$ cat src/core/cell_balancer_defines.vh
// constants shared by the cell balancer telemetry remote terminal
`ifndef CELL_BALANCER_DEFINES_VH
`define CELL_BALANCER_DEFINES_VH

// ----------------------------------------------------------------------------
// subaddresses that carry single analog telemetry items
// ----------------------------------------------------------------------------
`define SA_TLM_A 5'd18
`define SA_TLM_B 5'd19
`define SA_TLM_C 5'd22

// ----------------------------------------------------------------------------
// request codes (first data word of the receive command)
// ----------------------------------------------------------------------------
`define CODE_REF_4V 16'h0800
`define CODE_REF_0V 16'h0803
`define CODE_TBV_1 16'h0805
`define CODE_TBV_2 16'h0806
`define CODE_TBV_3 16'h0809
`define CODE_SHARE_BUS 16'h080a
`define CODE_BYP_DRV 16'h080c
`define CODE_CELL_1 16'h0811
`define CODE_CELL_2 16'h0812
`define CODE_CELL_3 16'h0814
`define CODE_CELL_4 16'h0817
`define CODE_CELL_5 16'h0818
`define CODE_CELL_6 16'h081b
`define CODE_CELL_7 16'h081d
`define CODE_CELL_8 16'h081e
`define CODE_CELL_9 16'h0821
`define CODE_CELL_10 16'h0822
`define CODE_CELL_11 16'h0824
`define CODE_CELL_12 16'h0827
`define CODE_CELL_MIN 16'h0871
`define CODE_CELL_MAX 16'h0872
`define CODE_STATUS 16'h0c80

// ----------------------------------------------------------------------------
// item indices into the reply word table
// ----------------------------------------------------------------------------
`define IDX_REF_4V 5'd0
`define IDX_CELL_1 5'd7
`define IDX_CELL_MIN 5'd19
`define IDX_CELL_MAX 5'd20
`define IDX_STATUS 5'd21
`define NUM_ITEMS 22
`define NUM_INPUT_CH 19
`define NUM_CELLS 12

// ----------------------------------------------------------------------------
// reply word layout
// ----------------------------------------------------------------------------
`define RESULT_LSB 4
`define STATUS_OV_LATCH_BIT 13

// ----------------------------------------------------------------------------
// timing and threshold
// ----------------------------------------------------------------------------
`define MCLK_PERIOD_NS 4
`define REQ_DELAY_NS 1200000
`define REQ_DELAY_CYCLES ((`REQ_DELAY_NS + `MCLK_PERIOD_NS - 1) / `MCLK_PERIOD_NS)
`define OV_LATCH_MS 50
`define OV_LATCH_CYCLES ((`OV_LATCH_MS * 1000000) / `MCLK_PERIOD_NS)
`define OV_TRIP_LEVEL 12'hdc0

`endif

$ cat src/core/cell_balancer_telemetry_rt.v
// telemetry request and reply logic of the twelve cell balancer remote terminal
`timescale 1ns/100ps
`default_nettype none
`include "cell_balancer_defines.vh"

module cell_balancer_telemetry_rt #(
    parameter W = 12,
    parameter DELAY_CYCLES = `REQ_DELAY_CYCLES,
    parameter CNT_W = 20,
    parameter OV_TRIP_LEVEL = `OV_TRIP_LEVEL
) (
    input wire mclk,
    input wire rst_n,
    input wire [4:0] rt_addr_strap,
    output reg [4:0] rt_addr_q,
    output reg rt_addr_valid_q,
    input wire rx_valid,
    input wire rx_bus,
    input wire [4:0] rx_subaddr,
    input wire [15:0] rx_data,
    input wire reset_mode_cmd,
    input wire tx_req,
    input wire [4:0] tx_subaddr,
    output reg tx_valid_q,
    output reg [15:0] tx_data_q,
    output reg last_bus_q,
    input wire [`NUM_INPUT_CH*W-1:0] chan_data,
    output reg overvoltage_protect_latch_q
);

    // ------------------------------------------------------------------------
    // address straps
    // ------------------------------------------------------------------------
    reg [4:0] strap_meta_q;
    reg [4:0] strap_sync_q;
    reg [1:0] strap_wait_q;

    // straps come off a connector: two flops, then caught once after release
    always @(posedge mclk) begin
        if (!rst_n) begin
            strap_meta_q <= 5'h00;
            strap_sync_q <= 5'h00;
            strap_wait_q <= 2'h0;
            rt_addr_q <= 5'h00;
            rt_addr_valid_q <= 1'b0;
        end else begin
            strap_meta_q <= rt_addr_strap;
            strap_sync_q <= strap_meta_q;
            if (strap_wait_q != 2'h3) begin
                strap_wait_q <= strap_wait_q + 2'h1;
            end else if (!rt_addr_valid_q) begin
                rt_addr_q <= strap_sync_q;
                rt_addr_valid_q <= 1'b1;
            end
        end
    end

    // which redundant bus carried the latest request, for housekeeping only
    always @(posedge mclk) begin
        if (!rst_n) begin
            last_bus_q <= 1'b0;
        end else if (rx_valid) begin
            last_bus_q <= rx_bus;
        end
    end

    // ------------------------------------------------------------------------
    // cell extremes and overvoltage latch
    // ------------------------------------------------------------------------
    wire [W-1:0] cell_min;
    wire [W-1:0] cell_max;

    cell_min_max #(
        .N(`NUM_CELLS),
        .W(W)
    ) u_min_max (
        .mclk(mclk),
        .rst_n(rst_n),
        .cell_data(chan_data[`NUM_INPUT_CH*W-1:`IDX_CELL_1*W]),
        .min_q(cell_min),
        .max_q(cell_max)
    );

    // only the highest cell is compared; trip lands two cycles after the sample
    wire ov_trip = (cell_max >= OV_TRIP_LEVEL[W-1:0]);

    // set wins over a reset mode command in the same cycle
    always @(posedge mclk) begin
        if (!rst_n) begin
            overvoltage_protect_latch_q <= 1'b0;
        end else if (ov_trip) begin
            overvoltage_protect_latch_q <= 1'b1;
        end else if (reset_mode_cmd) begin
            overvoltage_protect_latch_q <= 1'b0;
        end
    end

    // ------------------------------------------------------------------------
    // reply word table
    // ------------------------------------------------------------------------
    wire [`NUM_ITEMS*16-1:0] words;

    genvar c;
    generate
        for (c = 0; c < `NUM_INPUT_CH; c = c + 1) begin : g_word
            assign words[c*16 +: 16] = {chan_data[c*W +: W], {`RESULT_LSB{1'b0}}};
        end
    endgenerate

    assign words[`IDX_CELL_MIN*16 +: 16] = {cell_min, {`RESULT_LSB{1'b0}}};
    assign words[`IDX_CELL_MAX*16 +: 16] = {cell_max, {`RESULT_LSB{1'b0}}};
    assign words[`IDX_STATUS*16 +: 16] = {2'b00, overvoltage_protect_latch_q, {`STATUS_OV_LATCH_BIT{1'b0}}};

    // ------------------------------------------------------------------------
    // request code decode
    // ------------------------------------------------------------------------
    // returns {known, index}; unknown codes fall through with known low
    function [5:0] decode;
        input [15:0] code;
        begin
            case (code)
                `CODE_REF_4V: decode = {1'b1, 5'd0};
                `CODE_REF_0V: decode = {1'b1, 5'd1};
                `CODE_TBV_1: decode = {1'b1, 5'd2};
                `CODE_TBV_2: decode = {1'b1, 5'd3};
                `CODE_TBV_3: decode = {1'b1, 5'd4};
                `CODE_SHARE_BUS: decode = {1'b1, 5'd5};
                `CODE_BYP_DRV: decode = {1'b1, 5'd6};
                `CODE_CELL_1: decode = {1'b1, 5'd7};
                `CODE_CELL_2: decode = {1'b1, 5'd8};
                `CODE_CELL_3: decode = {1'b1, 5'd9};
                `CODE_CELL_4: decode = {1'b1, 5'd10};
                `CODE_CELL_5: decode = {1'b1, 5'd11};
                `CODE_CELL_6: decode = {1'b1, 5'd12};
                `CODE_CELL_7: decode = {1'b1, 5'd13};
                `CODE_CELL_8: decode = {1'b1, 5'd14};
                `CODE_CELL_9: decode = {1'b1, 5'd15};
                `CODE_CELL_10: decode = {1'b1, 5'd16};
                `CODE_CELL_11: decode = {1'b1, 5'd17};
                `CODE_CELL_12: decode = {1'b1, 5'd18};
                `CODE_CELL_MIN: decode = {1'b1, `IDX_CELL_MIN};
                `CODE_CELL_MAX: decode = {1'b1, `IDX_CELL_MAX};
                `CODE_STATUS: decode = {1'b1, `IDX_STATUS};
                default: decode = 6'h00;
            endcase
        end
    endfunction

    wire [5:0] rx_dec = decode(rx_data);

    // ------------------------------------------------------------------------
    // request slots, one per telemetry subaddress
    // ------------------------------------------------------------------------
    wire [15:0] slot_res [0:2];
    wire [2:0] slot_tx_hit;

    genvar s;
    generate
        for (s = 0; s < 3; s = s + 1) begin : g_slot
            wire [4:0] sa = (s == 0) ? `SA_TLM_A : ((s == 1) ? `SA_TLM_B : `SA_TLM_C);
            wire rx_hit = rx_valid && (rx_subaddr == sa);
            reg [4:0] sel_q;
            reg known_q;
            reg busy_q;
            reg [CNT_W-1:0] cnt_q;
            reg [15:0] res_q;

            // a new request restarts the wait; result frozen only when it runs out
            always @(posedge mclk) begin
                if (!rst_n) begin
                    sel_q <= 5'h00;
                    known_q <= 1'b0;
                    busy_q <= 1'b0;
                    cnt_q <= {CNT_W{1'b0}};
                    res_q <= 16'h0000;
                end else if (rx_hit) begin
                    sel_q <= rx_dec[4:0];
                    known_q <= rx_dec[5];
                    busy_q <= 1'b1;
                    cnt_q <= DELAY_CYCLES[CNT_W-1:0] - {{(CNT_W-1){1'b0}}, 1'b1};
                end else if (busy_q) begin
                    if (cnt_q == {CNT_W{1'b0}}) begin
                        busy_q <= 1'b0;
                        res_q <= known_q ? words[sel_q*16 +: 16] : 16'h0000;
                    end else begin
                        cnt_q <= cnt_q - {{(CNT_W-1){1'b0}}, 1'b1};
                    end
                end
            end

            assign slot_res[s] = res_q;
            assign slot_tx_hit[s] = (tx_subaddr == sa);
        end
    endgenerate

    // ------------------------------------------------------------------------
    // transmit reply
    // ------------------------------------------------------------------------
    // an early fetch simply sees the previous completed result of that slot
    always @(posedge mclk) begin
        if (!rst_n) begin
            tx_valid_q <= 1'b0;
            tx_data_q <= 16'h0000;
        end else begin
            tx_valid_q <= tx_req;
            if (tx_req) begin
                if (slot_tx_hit[0]) begin
                    tx_data_q <= slot_res[0];
                end else if (slot_tx_hit[1]) begin
                    tx_data_q <= slot_res[1];
                end else if (slot_tx_hit[2]) begin
                    tx_data_q <= slot_res[2];
                end else begin
                    tx_data_q <= 16'h0000;
                end
            end
        end
    end

endmodule

`default_nettype wire

$ cat src/core/cell_min_max.v
// lowest and highest of the twelve cell voltage samples
`timescale 1ns/100ps
`default_nettype none

module cell_min_max #(
    parameter N = 12,
    parameter W = 12
) (
    input wire mclk,
    input wire rst_n,
    input wire [N*W-1:0] cell_data,
    output reg [W-1:0] min_q,
    output reg [W-1:0] max_q
);

    // ------------------------------------------------------------------------
    // comparison chain
    // ------------------------------------------------------------------------
    wire [W-1:0] lo [0:N-1];
    wire [W-1:0] hi [0:N-1];

    assign lo[0] = cell_data[W-1:0];
    assign hi[0] = cell_data[W-1:0];

    // one compare stage per cell after the first; a tree would be shorter but timing is loose here
    genvar i;
    generate
        for (i = 1; i < N; i = i + 1) begin : g_stage
            wire [W-1:0] v = cell_data[i*W +: W];
            assign lo[i] = (v < lo[i-1]) ? v : lo[i-1];
            assign hi[i] = (v > hi[i-1]) ? v : hi[i-1];
        end
    endgenerate

    // registered extremes
    always @(posedge mclk) begin
        if (!rst_n) begin
            min_q <= {W{1'b0}};
            max_q <= {W{1'b0}};
        end else begin
            min_q <= lo[N-1];
            max_q <= hi[N-1];
        end
    end

endmodule

`default_nettype wire

$ cat config.mk
export PLATFORM = sky130hd
export DESIGN_NAME = cell_balancer_telemetry_rt
export DESIGN_NICKNAME = d
export VERILOG_FILES = /design/src/core/cell_balancer_telemetry_rt.v /design/src/core/cell_min_max.v
export VERILOG_INCLUDE_DIRS = /design/src /design/src/core
export SDC_FILE = /design/constraint.sdc
export NUM_CORES = 1
export LEC_CHECK = 0
export ABC_AREA = 0
export BUFFER_PORTS_ARGS = -buffer_cell sky130_fd_sc_hd__buf_2
export CELL_PAD_IN_SITES_DETAIL_PLACEMENT = 0
export CELL_PAD_IN_SITES_GLOBAL_PLACEMENT = 1
export CORE_AREA = 2 2 230 232
export CTS_BUF_LIST = sky130_fd_sc_hd__clkbuf_16
export CTS_CLUSTER_DIAMETER = 100
export DETAILED_ROUTE_END_ITERATION = 8
export DIE_AREA = 0 0 232 234
export PLACE_DENSITY = 0.86
export SLEW_MARGIN = 20
export SYNTH_ARGS = -nofsm -noshare
export SYNTH_HDL_FRONTEND = slang
export SYNTH_HIERARCHICAL = 1
export SYNTH_SLANG_ARGS = --single-unit
export TNS_END_PERCENT = 50
$ cat constraint.sdc
create_clock -name mclk -period 37.8 [get_ports mclk]
set_clock_uncertainty 0.15 [all_clocks]
set_input_delay 9.45 -clock mclk [delete_from_list [all_inputs] [get_ports mclk]]
set_output_delay 9.45 -clock mclk [all_outputs]
set_load 0.02 [all_outputs]
## After elaboration in Yosys (flattened, before gate mapping)

Index checks and enable logic that the tools add are counted.

- Flip-flop bits (word level): 190
- Bits in latches: 0
- Memory bits (writable): 0
- ROM bits: 0
- Input bits: 265
- Output and inout port bits: 25
- Logic and storage cells: 172
- Memories: 0

- Add/subtract/negate cells: 4
- Multipliers: 0
- Div/mod/pow operators: 0
- Order comparisons: 23
- Equal/unequal tests: 32
- Shift-type cells: 3
- Multiplexer cells: 49
- Bitwise gates (word level): 9
- Reduce and logical (&&, ||, !) cells: 23

Operators by type and width:

| cell | count |
|---|---|
| indexed part select 352 x 10 -> 16 bit | 3 |
| equality test 16 x 12 -> 1 bit (second input constant) | 22 |
| 2-to-1 mux 12 bit | 22 |
| 2-to-1 mux 19 bit | 9 |
| > comparator 12 bit | 11 |
| < comparator 12 bit | 11 |
| case mux 6 bit (22 select lines) | 1 |
| 2-to-1 mux 16 bit | 6 |
| zero test 20 bit | 3 |
| subtractor 20 x 1 -> 20 bit (second input constant) | 3 |
| equality test 5 bit (second input constant) | 6 |
| AND reduction 2 bit | 7 |
| greater-or-equal comparator 12 bit (second input constant) | 1 |
| 2-to-1 mux 1 bit | 11 |
| inverter 1 bit | 9 |
| AND reduction 3 bit | 3 |
| != test 2 bit (second input constant) | 4 |
| nonzero test 2 bit | 4 |
| OR reduction 2 bit | 3 |
| logical AND 1 bit | 3 |
| adder 2 x 1 -> 2 bit (second input constant) | 1 |

## Longest topological paths before layout

Gate-level depths: netlist (run 1).

- Depth in word-level cells: 22
- Mapped depth: 138
- Gate-level depth less buffers: 127

## Hierarchy

The synthesis (run 1) kept the hierarchy.

Modules (own cells, without submodules):

| module | times used | cells an instance | area each (sq um) | seq. area each (sq um) |
|---|---|---|---|---|
| cell_balancer_telemetry_rt | 1 | 1305 | 13073.8 | 3022.9 |
| cell_min_max | 1 | 1454 | 10572.6 | 480.5 |

## Worst setup path after synthesis (run 1)

Ideal clock, no wire load.

- Kind: in2reg
- From: input chan_data[87]
- To: register u_min_max.max_q[11]
- Library setup time: 138 ps
- Arrival time: 32360 ps
- Data required time: 37512 ps
- Setup slack: 5153 ps
- Cell stages on the path: 124
- Path buffers: 15
- Path through: inv_1 > ha_1 > nand4b_1 > a311o_1 > o2111a_2 > nor2_4 > buf_1 > mux2i_1 > ha_1 > and4_1 > clkbuf_1 > nand2_1 > or3_1 > o31a_1 > nand2_1 > buf_1 > clkbuf_1 > nor2_1 > [88 not listed] > a21oi_1 > nor2_1 > nor2_1 > a31oi_1 > a211o_1 > and3_1 > clkbuf_1 > buf_6 > mux2i_1 > ha_1 > a21o_1 > a21o_1 > a21oi_1 > o21ai_0 > o22ai_1 > clkbuf_1 > clkbuf_1 > o221ai_1

- Cells in the longest elaborated chain, start to end: 22

RTL lines:

| element | RTL line | RTL |
|---|---|---|
| start: declaration | cell_balancer_telemetry_rt.v:27 | `` input wire [`NUM_INPUT_CH*W-1:0] chan_data, `` |
| > comparator 12 bit | cell_min_max.v:31 | `assign hi[i] = (v > hi[i-1]) ? v : hi[i-1];` |
| 2-to-1 mux 12 bit (*) | cell_min_max.v:31 |  |
| > comparator 12 bit | cell_min_max.v:31 |  |
| 2-to-1 mux 12 bit (*) | cell_min_max.v:31 |  |
| > comparator 12 bit | cell_min_max.v:31 |  |
| 2-to-1 mux 12 bit (*) | cell_min_max.v:31 |  |
| > comparator 12 bit | cell_min_max.v:31 |  |
| 2-to-1 mux 12 bit (*) | cell_min_max.v:31 |  |
| [6 not listed] | n/a |  |
| > comparator 12 bit | cell_min_max.v:31 |  |
| 2-to-1 mux 12 bit (*) | cell_min_max.v:31 |  |
| > comparator 12 bit | cell_min_max.v:31 |  |
| 2-to-1 mux 12 bit (*) | cell_min_max.v:31 |  |
| > comparator 12 bit | cell_min_max.v:31 |  |
| 2-to-1 mux 12 bit (*) | cell_min_max.v:31 |  |
| > comparator 12 bit | cell_min_max.v:31 |  |
| 2-to-1 mux 12 bit (*) | cell_min_max.v:31 |  |
| end signal: assignment | cell_min_max.v:39 | `max_q <= {W{1'b0}};` |
| end signal: assignment | cell_min_max.v:42 | `max_q <= hi[N-1];` |
| end: declaration | cell_min_max.v:13 | `output reg [W-1:0] max_q` |

Every way passes the cells marked *; elsewhere a longest branch is shown, timed or not.
A chain may end at the register's enable or synchronous reset.

## Final worst setup path (run 1)

- From: input chan_data[94]
- To: register u_min_max.max_q[1]

Same word-level chain as after synthesis.

==> metrics.md, run 1 <==
| Metric | Value |
|---|---|
| Post-Syn Area | 23,650 µm² |
| R2r setup slk | 34,110 ps |
| Final Critical Period | 35,730 ps |
| Footprint of the multi-input gates | 18,630 µm² |
| Placed cell areas | 25,490 µm² |
| First-pass GRT wire length | 140.8 mm |
| Total Power | 1.977 mW |
| Crit-path max cell delay | 860 ps |
| Row count | 84 |
| Seq/Total Area, Yosys | 14.82% |
| Fmax | 27.99 MHz |
| Power Density | 75.81 nW/µm² |
| Sum of negative setup slack | 0 ps |
| Placer's final routability congestion estimate | 1.021 |
| Ys Warns | 6 |
| Synthesis-stage register bit count | 175 |
| Remaining DRCs | 0 |
| Post-Syn Instances | 2,759 |
| Clock buffer depth | 2 |
| Status | complete, no violations |
| Tcrit/Tclk final | 94.52% |
| WS Path Type | in2reg |
| Root Buffer | clkbuf_16 |
| Final net count | 3,424 |
| Family with the most delay on the worst path | compound AO/OA/AOI/OAI gates |
| Leak | 10.82 nW |
| Die footprint | 54,290 µm² |
| Number of setup buffers added after CTS | 0 |
| Pin count of the biggest net entering global routing | 72 |
| CTS Hold Buffers Added | 0 |
| Clk_lat worst skew | 450 ps |
| Fill cells | 4,973 |
| CP required | 38,000 ps |
| Initial antenna violation count | 12 |
| Crit path DAT | 35,930 ps |
| Core Area | 52,020 µm² |
| Max cap viols | 0 |
| DRT iter0 DRCs | 2,820 |
| Fin Hold WS | 287.6 ps |
| Post-Syn Area per Cell | 8.571 µm² |
| Vias in the first global route | 23,130 |
| RSZ-0062 raised after global routing | false |
| Critical path launch point type | primary input |
| Layout cells sized above 1 | 23.40% |
| Worst Hold Launch | strap_meta_q[4] |
| Fin. Hold Viols | 0 |
| Synthesized Nets | 3,256 |
| CTS clk-pin slew, worst paths | 70 ps |
| Drt pass-1 iters | 7 |
| Unique cell type count in the Yosys netlist | 103 |
| Via count | 24,080 |
| CTS tree | yes |
| Starting Density | 45.45% |
| Transition time of the tightest slew-check pin | 1175 ps |
| Vias per inst | 6.620 |
| Post-DP HPWL | 76.13 mm |
| CP Max Fanout | 25 |
| GRT Total Usage | 33.90% |
| Port Buffer Count | 289 |
| Design Area, Final | 26,070 µm² |
| RR Startpoint | g_slot[0].sel_q[1] |
| Worst ir drop on vdd | 84.38 µV |
| Buf/Inv on CP | 10 |
| Worst R2R End | g_slot[0].res_q[4] |
| Die Y-Extent | 234 µm |
| Slew headroom | 20.95% |
| Gr ovfl total | 0 |
| Hold Path Class | reg2reg |
| Sequential cell area | 3521 µm² |
| Nature of the critical path endpoint | register |
| Total detailed-routing wirelength | 94.63 mm |
| Setup WS post-layout | 2070 ps |
| Top cell by count, worst path | ha_1 |
| Synth Flop Type | dfxtp_1 |
| Die X | 232 µm |
| Hold Path End | strap_sync_q[4] |
| Pre-CTS setup slack | 2266 ps |
| Routed Antenna Nets | 0 |
| TritonCTS Sinks | 175 |
| Asr flop ratio synth | 0% |
| DR WL/cell | 26.01 µm |
| Num CTS Buffers | 17 |
| Io pins | 290 |
| Min-Delay Path Depth | 1 |
| Critical-path cell with the highest stage delay | o21ai_1 |
| CTS H-tree lvls | 4 |
| # resized after CTS | 0 |
| # setup viols final | 0 |
| R2r worst-path depth | 6 |
| Count of pins over their slew limit | 0 |
| Area growth syn-to-layout | 10.25% |
| Post-synth EDFFs | 0 |
[sequential cells by signal, summed over array words and instances (netlist names), 2 cells and up]
signal	count
g_slot.sel_q	15
strap_sync_q	5
g_slot.res_q	36
g_slot.busy_q	3
rt_addr_q	5
g_slot.cnt_q	60
u_min_max/min_q	12
g_slot.known_q	3
strap_meta_q	5
tx_data_q	13
u_min_max/max_q	12
strap_wait_q	2
[synthesized netlist by cell type (all sizes together) (38+ instances only)]
| cell type | number | area [µm²] |
|---|---|---|
| ha | 232 | 2903 |
| inv | 224 | 840.8 |
| nor2 | 209 | 797.0 |
| a21oi | 189 | 957.2 |
| dfxtp | 175 | 3503 |
| mux4 | 167 | 3761 |
| nand2 | 166 | 623.1 |
| o21ai | 162 | 818.3 |
| mux2i | 138 | 1385 |
| clkbuf | 105 | 394.1 |
| mux2 | 97 | 1092 |
| nand4 | 64 | 406.6 |
| nor2b | 63 | 394.1 |
| buf | 60 | 290.3 |
| a21o | 46 | 345.3 |
| nand2b | 45 | 281.5 |
| nor3 | 44 | 225.2 |
| a211oi | 38 | 300.3 |
| a22oi | 38 | 285.3 |
| xnor2 | 38 | 332.8 |
[cell type report]
cell class | count | share of cell area [%]
antenna | 10 | 0.09598
multi-input combinational | 2195 | 71.45
timing repair buffer | 314 | 6.268
inverter | 224 | 3.225
clock inverter | 15 | 0.5183
clock buffer | 17 | 1.632
sequential | 175 | 13.50
tap | 688 | 3.302
[worst reg2reg max path: stages, from the launching register on]
cell and delay [ps]:
dfxtp_4 650, buf_4 820, mux4_2 400, nor2_1 40
nor4_1 1000, a31oi_1 280, o211ai_1 260
[per-stage QoR]
| step | utilization (%) | instances |
|---|---|---|
| 2_1_floorplan | - | 2759 |
| 3_3_place_gp | 48.97 | 3596 |
| 3_5_place_dp | 48.99 | 3596 |
| 4_1_cts | 50.06 | 3628 |
| 5_1_grt | 50.08 | 3631 |
| 6_report | 50.11 | 3638 |
[cells by family (layout without fill, tap and decap cells)]
logic type / count (synthesis) / count (layout) / share of synthesized area (%)
compound gates: 699 / 699 / 19.73
other cells: 0 / 10 / 0
flops: 175 / 175 / 14.82
simple gates: 794 / 794 / 17.81
buf+inv: 389 / 570 / 6.450
mux: 402 / 402 / 26.38
fa+ha+maj: 236 / 236 / 12.45
xor+xnor: 64 / 64 / 2.371
[worst max-delay path by stage]
stage,start,to,cells after the start
global placement,chan_data[94],u_min_max/max_q[1],113
floorplan,chan_data[87],u_min_max/max_q[11],124
global route,chan_data[94],u_min_max/max_q[1],113
detailed placement,chan_data[94],u_min_max/max_q[1],114
CTS,chan_data[94],u_min_max/max_q[1],114
finish,chan_data[94],u_min_max/max_q[1],112
[per-layer routing]
| metal | vias up | GRT usage (%) | routed length, µm | part of all wire (%) |
|---|---|---|---|---|
| met5 | - | 0 | 49 | 0.052 |
| met4 | 8 | 11.76 | 3494 | 3.7 |
| met3 | 237 | 6.530 | 9391 | 9.9 |
| met2 | 1393 | 55.81 | 43550 | 46 |
| met1 | 11640 | 44.43 | 38150 | 40 |
| li1 | 10810 | - | - | - |
[cells in the final DEF (no fill, tap or decap), types with 28 or more instances in the layout]
cell type	Yosys	final
a211oi_1	35	35
a21o_1	46	46
a21oi_1	186	186
a22oi_1	38	38
buf_2	28	289
dfxtp_1	175	167
ha_1	232	232
inv_1	224	225
mux2_2	97	97
mux2i_1	137	137
mux4_2	167	167
nand2_1	166	166
nand2b_1	45	45
nand4_1	63	63
nor2_1	206	206
nor2b_1	63	63
nor3_1	43	43
o211ai_1	29	29
o21ai_0	155	154
or3_1	28	28
xnor2_1	38	38
[power breakdown]
part	internal (mW)	switching (mW)	leakage, nW
sequential	0.202	0.0132	1.43
combinational	0.653	0.938	9.12
clock	0.0864	0.0841	0.273
total	0.941	1.04	10.8
Power figures use the tool's default switching activity.
==> inputs of run 2 (changes only) <==
--- a/config.mk
+++ b/config.mk
@@ -10,12 +10,12 @@
 export BUFFER_PORTS_ARGS = -buffer_cell sky130_fd_sc_hd__buf_2
 export CELL_PAD_IN_SITES_DETAIL_PLACEMENT = 0
 export CELL_PAD_IN_SITES_GLOBAL_PLACEMENT = 1
-export CORE_AREA = 2 2 230 232
+export CORE_AREA = 2 2 247 249
 export CTS_BUF_LIST = sky130_fd_sc_hd__clkbuf_16
 export CTS_CLUSTER_DIAMETER = 100
 export DETAILED_ROUTE_END_ITERATION = 8
-export DIE_AREA = 0 0 232 234
-export PLACE_DENSITY = 0.86
+export DIE_AREA = 0 0 249 251
+export PLACE_DENSITY = 0.77
 export SLEW_MARGIN = 20
 export SYNTH_ARGS = -nofsm -noshare
 export SYNTH_HDL_FRONTEND = slang
==> run 2 against run 1 <==
Compared with the run above: the run now ends with DRC left; combinational power about the same; first-iteration DRC count shrank 5.7%; global-route usage is 3.5 points lower; count of clock-buffer cells in the layout unchanged; critical endpoint is now u_min_max/max_q[4].
==> metrics.md, run 2 (synthesis results as in run 1) <==
| Metric | Value |
|---|---|
| Final net count | 3,425 (+0.029%) |
| Via count | 23,810 (-1.1%) |
| Final Critical Period | 35,660 ps (-65.71 ps) |
| Buf/Inv on CP | 10 (unchanged) |
| DRT iter0 DRCs | 2,659 (-5.7%) |
| Nature of the critical path endpoint | register |
| Status | finished with violations |
| Die X | 249 µm (+7.3%) |
| Port Buffer Count | 289 (unchanged) |
| DP Cell Count | 3,691 (+2.6%) |
| DR WL/cell | 26.18 µm (+0.64%) |
| Most frequent cells in the layout | buf_2 (289), ha_1 (232), inv_1 (226), nor2_1 (206), a21oi_1 (186) |
| Footprint of the multi-input gates | 18,630 µm² (about the same) |
| Row count | 90 (+7.1%) |
| First-pass GRT wire length | 145.8 mm (+3.6%) |
| Leak | 10.85 nW (+0.30%) |
| Pre-CTS setup slack | 1850 ps (-415.9 ps) |
| Failing checks | DRC |
| Num CTS Buffers | 17 (unchanged) |
| CTS tree | yes |
| Total detailed-routing wirelength | 97.59 mm (+3.1%) |
| Core Area | 59,790 µm² (+15%) |
| Number of setup buffers added after CTS | 0 (unchanged) |
| Vias per inst | 6.386 (-3.5%) |
| Fmax | 28.04 MHz (+0.18%) |
| Post-DP HPWL | 78.62 mm (+3.3%) |
| Largest register by flop count | g_slot.cnt_q |
| Fill cells | 5,954 (+20%) |
| R2r setup slk | 34,480 ps (+370 ps) |
| Tcrit/Tclk final | 94.35% (-0.17 points) |
| Remaining DRCs | 2 (+2) |
| Die Y-Extent | 251 µm (+7.3%) |
| Power Density | 76.16 nW/µm² (+0.46%) |
| Slew headroom | 26.73% (+5.8 points) |
| RSZ-0062 raised after global routing | false |
| Post-Layout Cell Count | 3,728 (+2.5%) |
| Commonest non-fill, non-tap cell in the layout | buf_2 |
| Transition time of the tightest slew-check pin | 1090 ps (-84.93 ps) |
| # setup viols final | 0 (unchanged) |
| # resized after CTS | 0 (unchanged) |
| Worst ir drop on vdd | 80.07 µV (-5.1%) |
| Top cell by count, worst path | ha_1 |
| Placer's final routability congestion estimate | 1.004 (-1.6%) |
| Fin. Hold Viols | 0 (unchanged) |
| Root Buffer | clkbuf_16 |
| Vias in the first global route | 23,200 (+0.30%) |
| Placed cell areas | 25,600 µm² (+0.47%) |
| Clock buffer depth | 2 (unchanged) |
| Design Area, Final | 26,250 µm² (+0.67%) |
| CP required | 38,000 ps (about the same) |
| Gr ovfl total | 0 (unchanged) |
| Max reg flops | 60 (unchanged) |
| Setup WS post-layout | 2136 ps (+65.71 ps) |
| WS Path Type | in2reg |
| Crit-path max cell delay | 770 ps (-90 ps) |
| Crit path DAT | 35,870 ps (-60 ps) |
| Total Power | 1.999 mW (+1.1%) |
| CTS H-tree lvls | 4 (unchanged) |
| Routed Antenna Nets | 0 (unchanged) |
| Die footprint | 62,500 µm² (+15%) |
| Area growth syn-to-layout | 10.99% |
| Hold Path Class | reg2reg |
| Family with the most delay on the worst path | compound AO/OA/AOI/OAI gates |
| CP Max Fanout | 25 (unchanged) |
| CTS clk-pin slew, worst paths | 70 ps (about the same) |
| Critical path launch point type | primary input |
| Layout cells sized above 1 | 23.43% (+0.026 points) |
| Pin count of the biggest net entering global routing | 76 (+5.6%) |
| Max cap viols | 0 (unchanged) |
| Critical-path cell with the highest stage delay | o31ai_4 |
| Sequential cell area | 3521 µm² (unchanged) |
| Drt pass-1 iters | 9 (+2) |
| Largest regs | g_slot.cnt_q x60, g_slot.res_q x36, g_slot.sel_q x15 |
| Io pins | 290 (unchanged) |
| Count of pins over their slew limit | 0 (unchanged) |
| TritonCTS Sinks | 175 (unchanged) |
| Initial antenna violation count | 9 (-3) |
| Starting Density | 39.55% (-5.9 points) |
| CTS Hold Buffers Added | 0 (unchanged) |
| GRT Total Usage | 30.39% (-3.5 points) |
| Sum of negative setup slack | 0 ps (unchanged) |
| Clk_lat worst skew | 440 ps (about the same) |
==> run 2: cell count changes in the layout (fill, tap and decap cells not counted), moves of 2 or more <==
cell,delta
bufinv_16,+4
clkinv_4,-2
clkinv_8,-2
diode_2,-5
inv_8,-2
==> run 2: through the flow <==
step | util (%) | hold slack [ps]
global route | 43.88 | 299.9
global placement | 42.82 | 264.2
finish | 43.89 | 284.5
CTS | 43.85 | 287.5
detailed placement | 42.82 | 274.6
floorplan | - | 261.9
==> run 2: per-layer routing <==
metal	global-route usage (%)	wire, µm
met1	40.26	41020
met3	5.788	8776
met2	49.76	44460
met5	0	99
met4	9.957	3236
==> run 2: power breakdown <==
part	leakage, nW	total, mW	switching, mW	internal (mW)
clock network	0.302	0.190	0.0795	0.111
registers	1.43	0.217	0.0142	0.202
logic	9.12	1.59	0.943	0.650
==> run 2: worst paths after layout <==
kind,start,endpoint,cells past startpoint
setup / recovery,chan_data[94],u_min_max/max_q[4],110
hold / removal,strap_meta_q[2],strap_sync_q[2],1
setup reg to reg,g_slot[0].cnt_q[3],g_slot[0].res_q[9],5
hold reg to reg,strap_meta_q[2],strap_sync_q[2],1
==> run 2: layout make-up <==
class	count	share of cell area (%)
multi-input cells	2195	71.00
flip-flops and latches	175	13.42
repair buffers	315	6.255
well taps	782	3.728
inverters	224	3.204
clock buffers	17	1.621
clock inverters	15	0.7342
diodes	5	0.04767
==> run 2: worst reg2reg max path, stage by stage, from the launching register on <==
cell	delay, ps
dfxtp_1	350
nor4_1	510
nand4_1	770
nor4_2	1080
nand2_1	210
o211ai_1	160
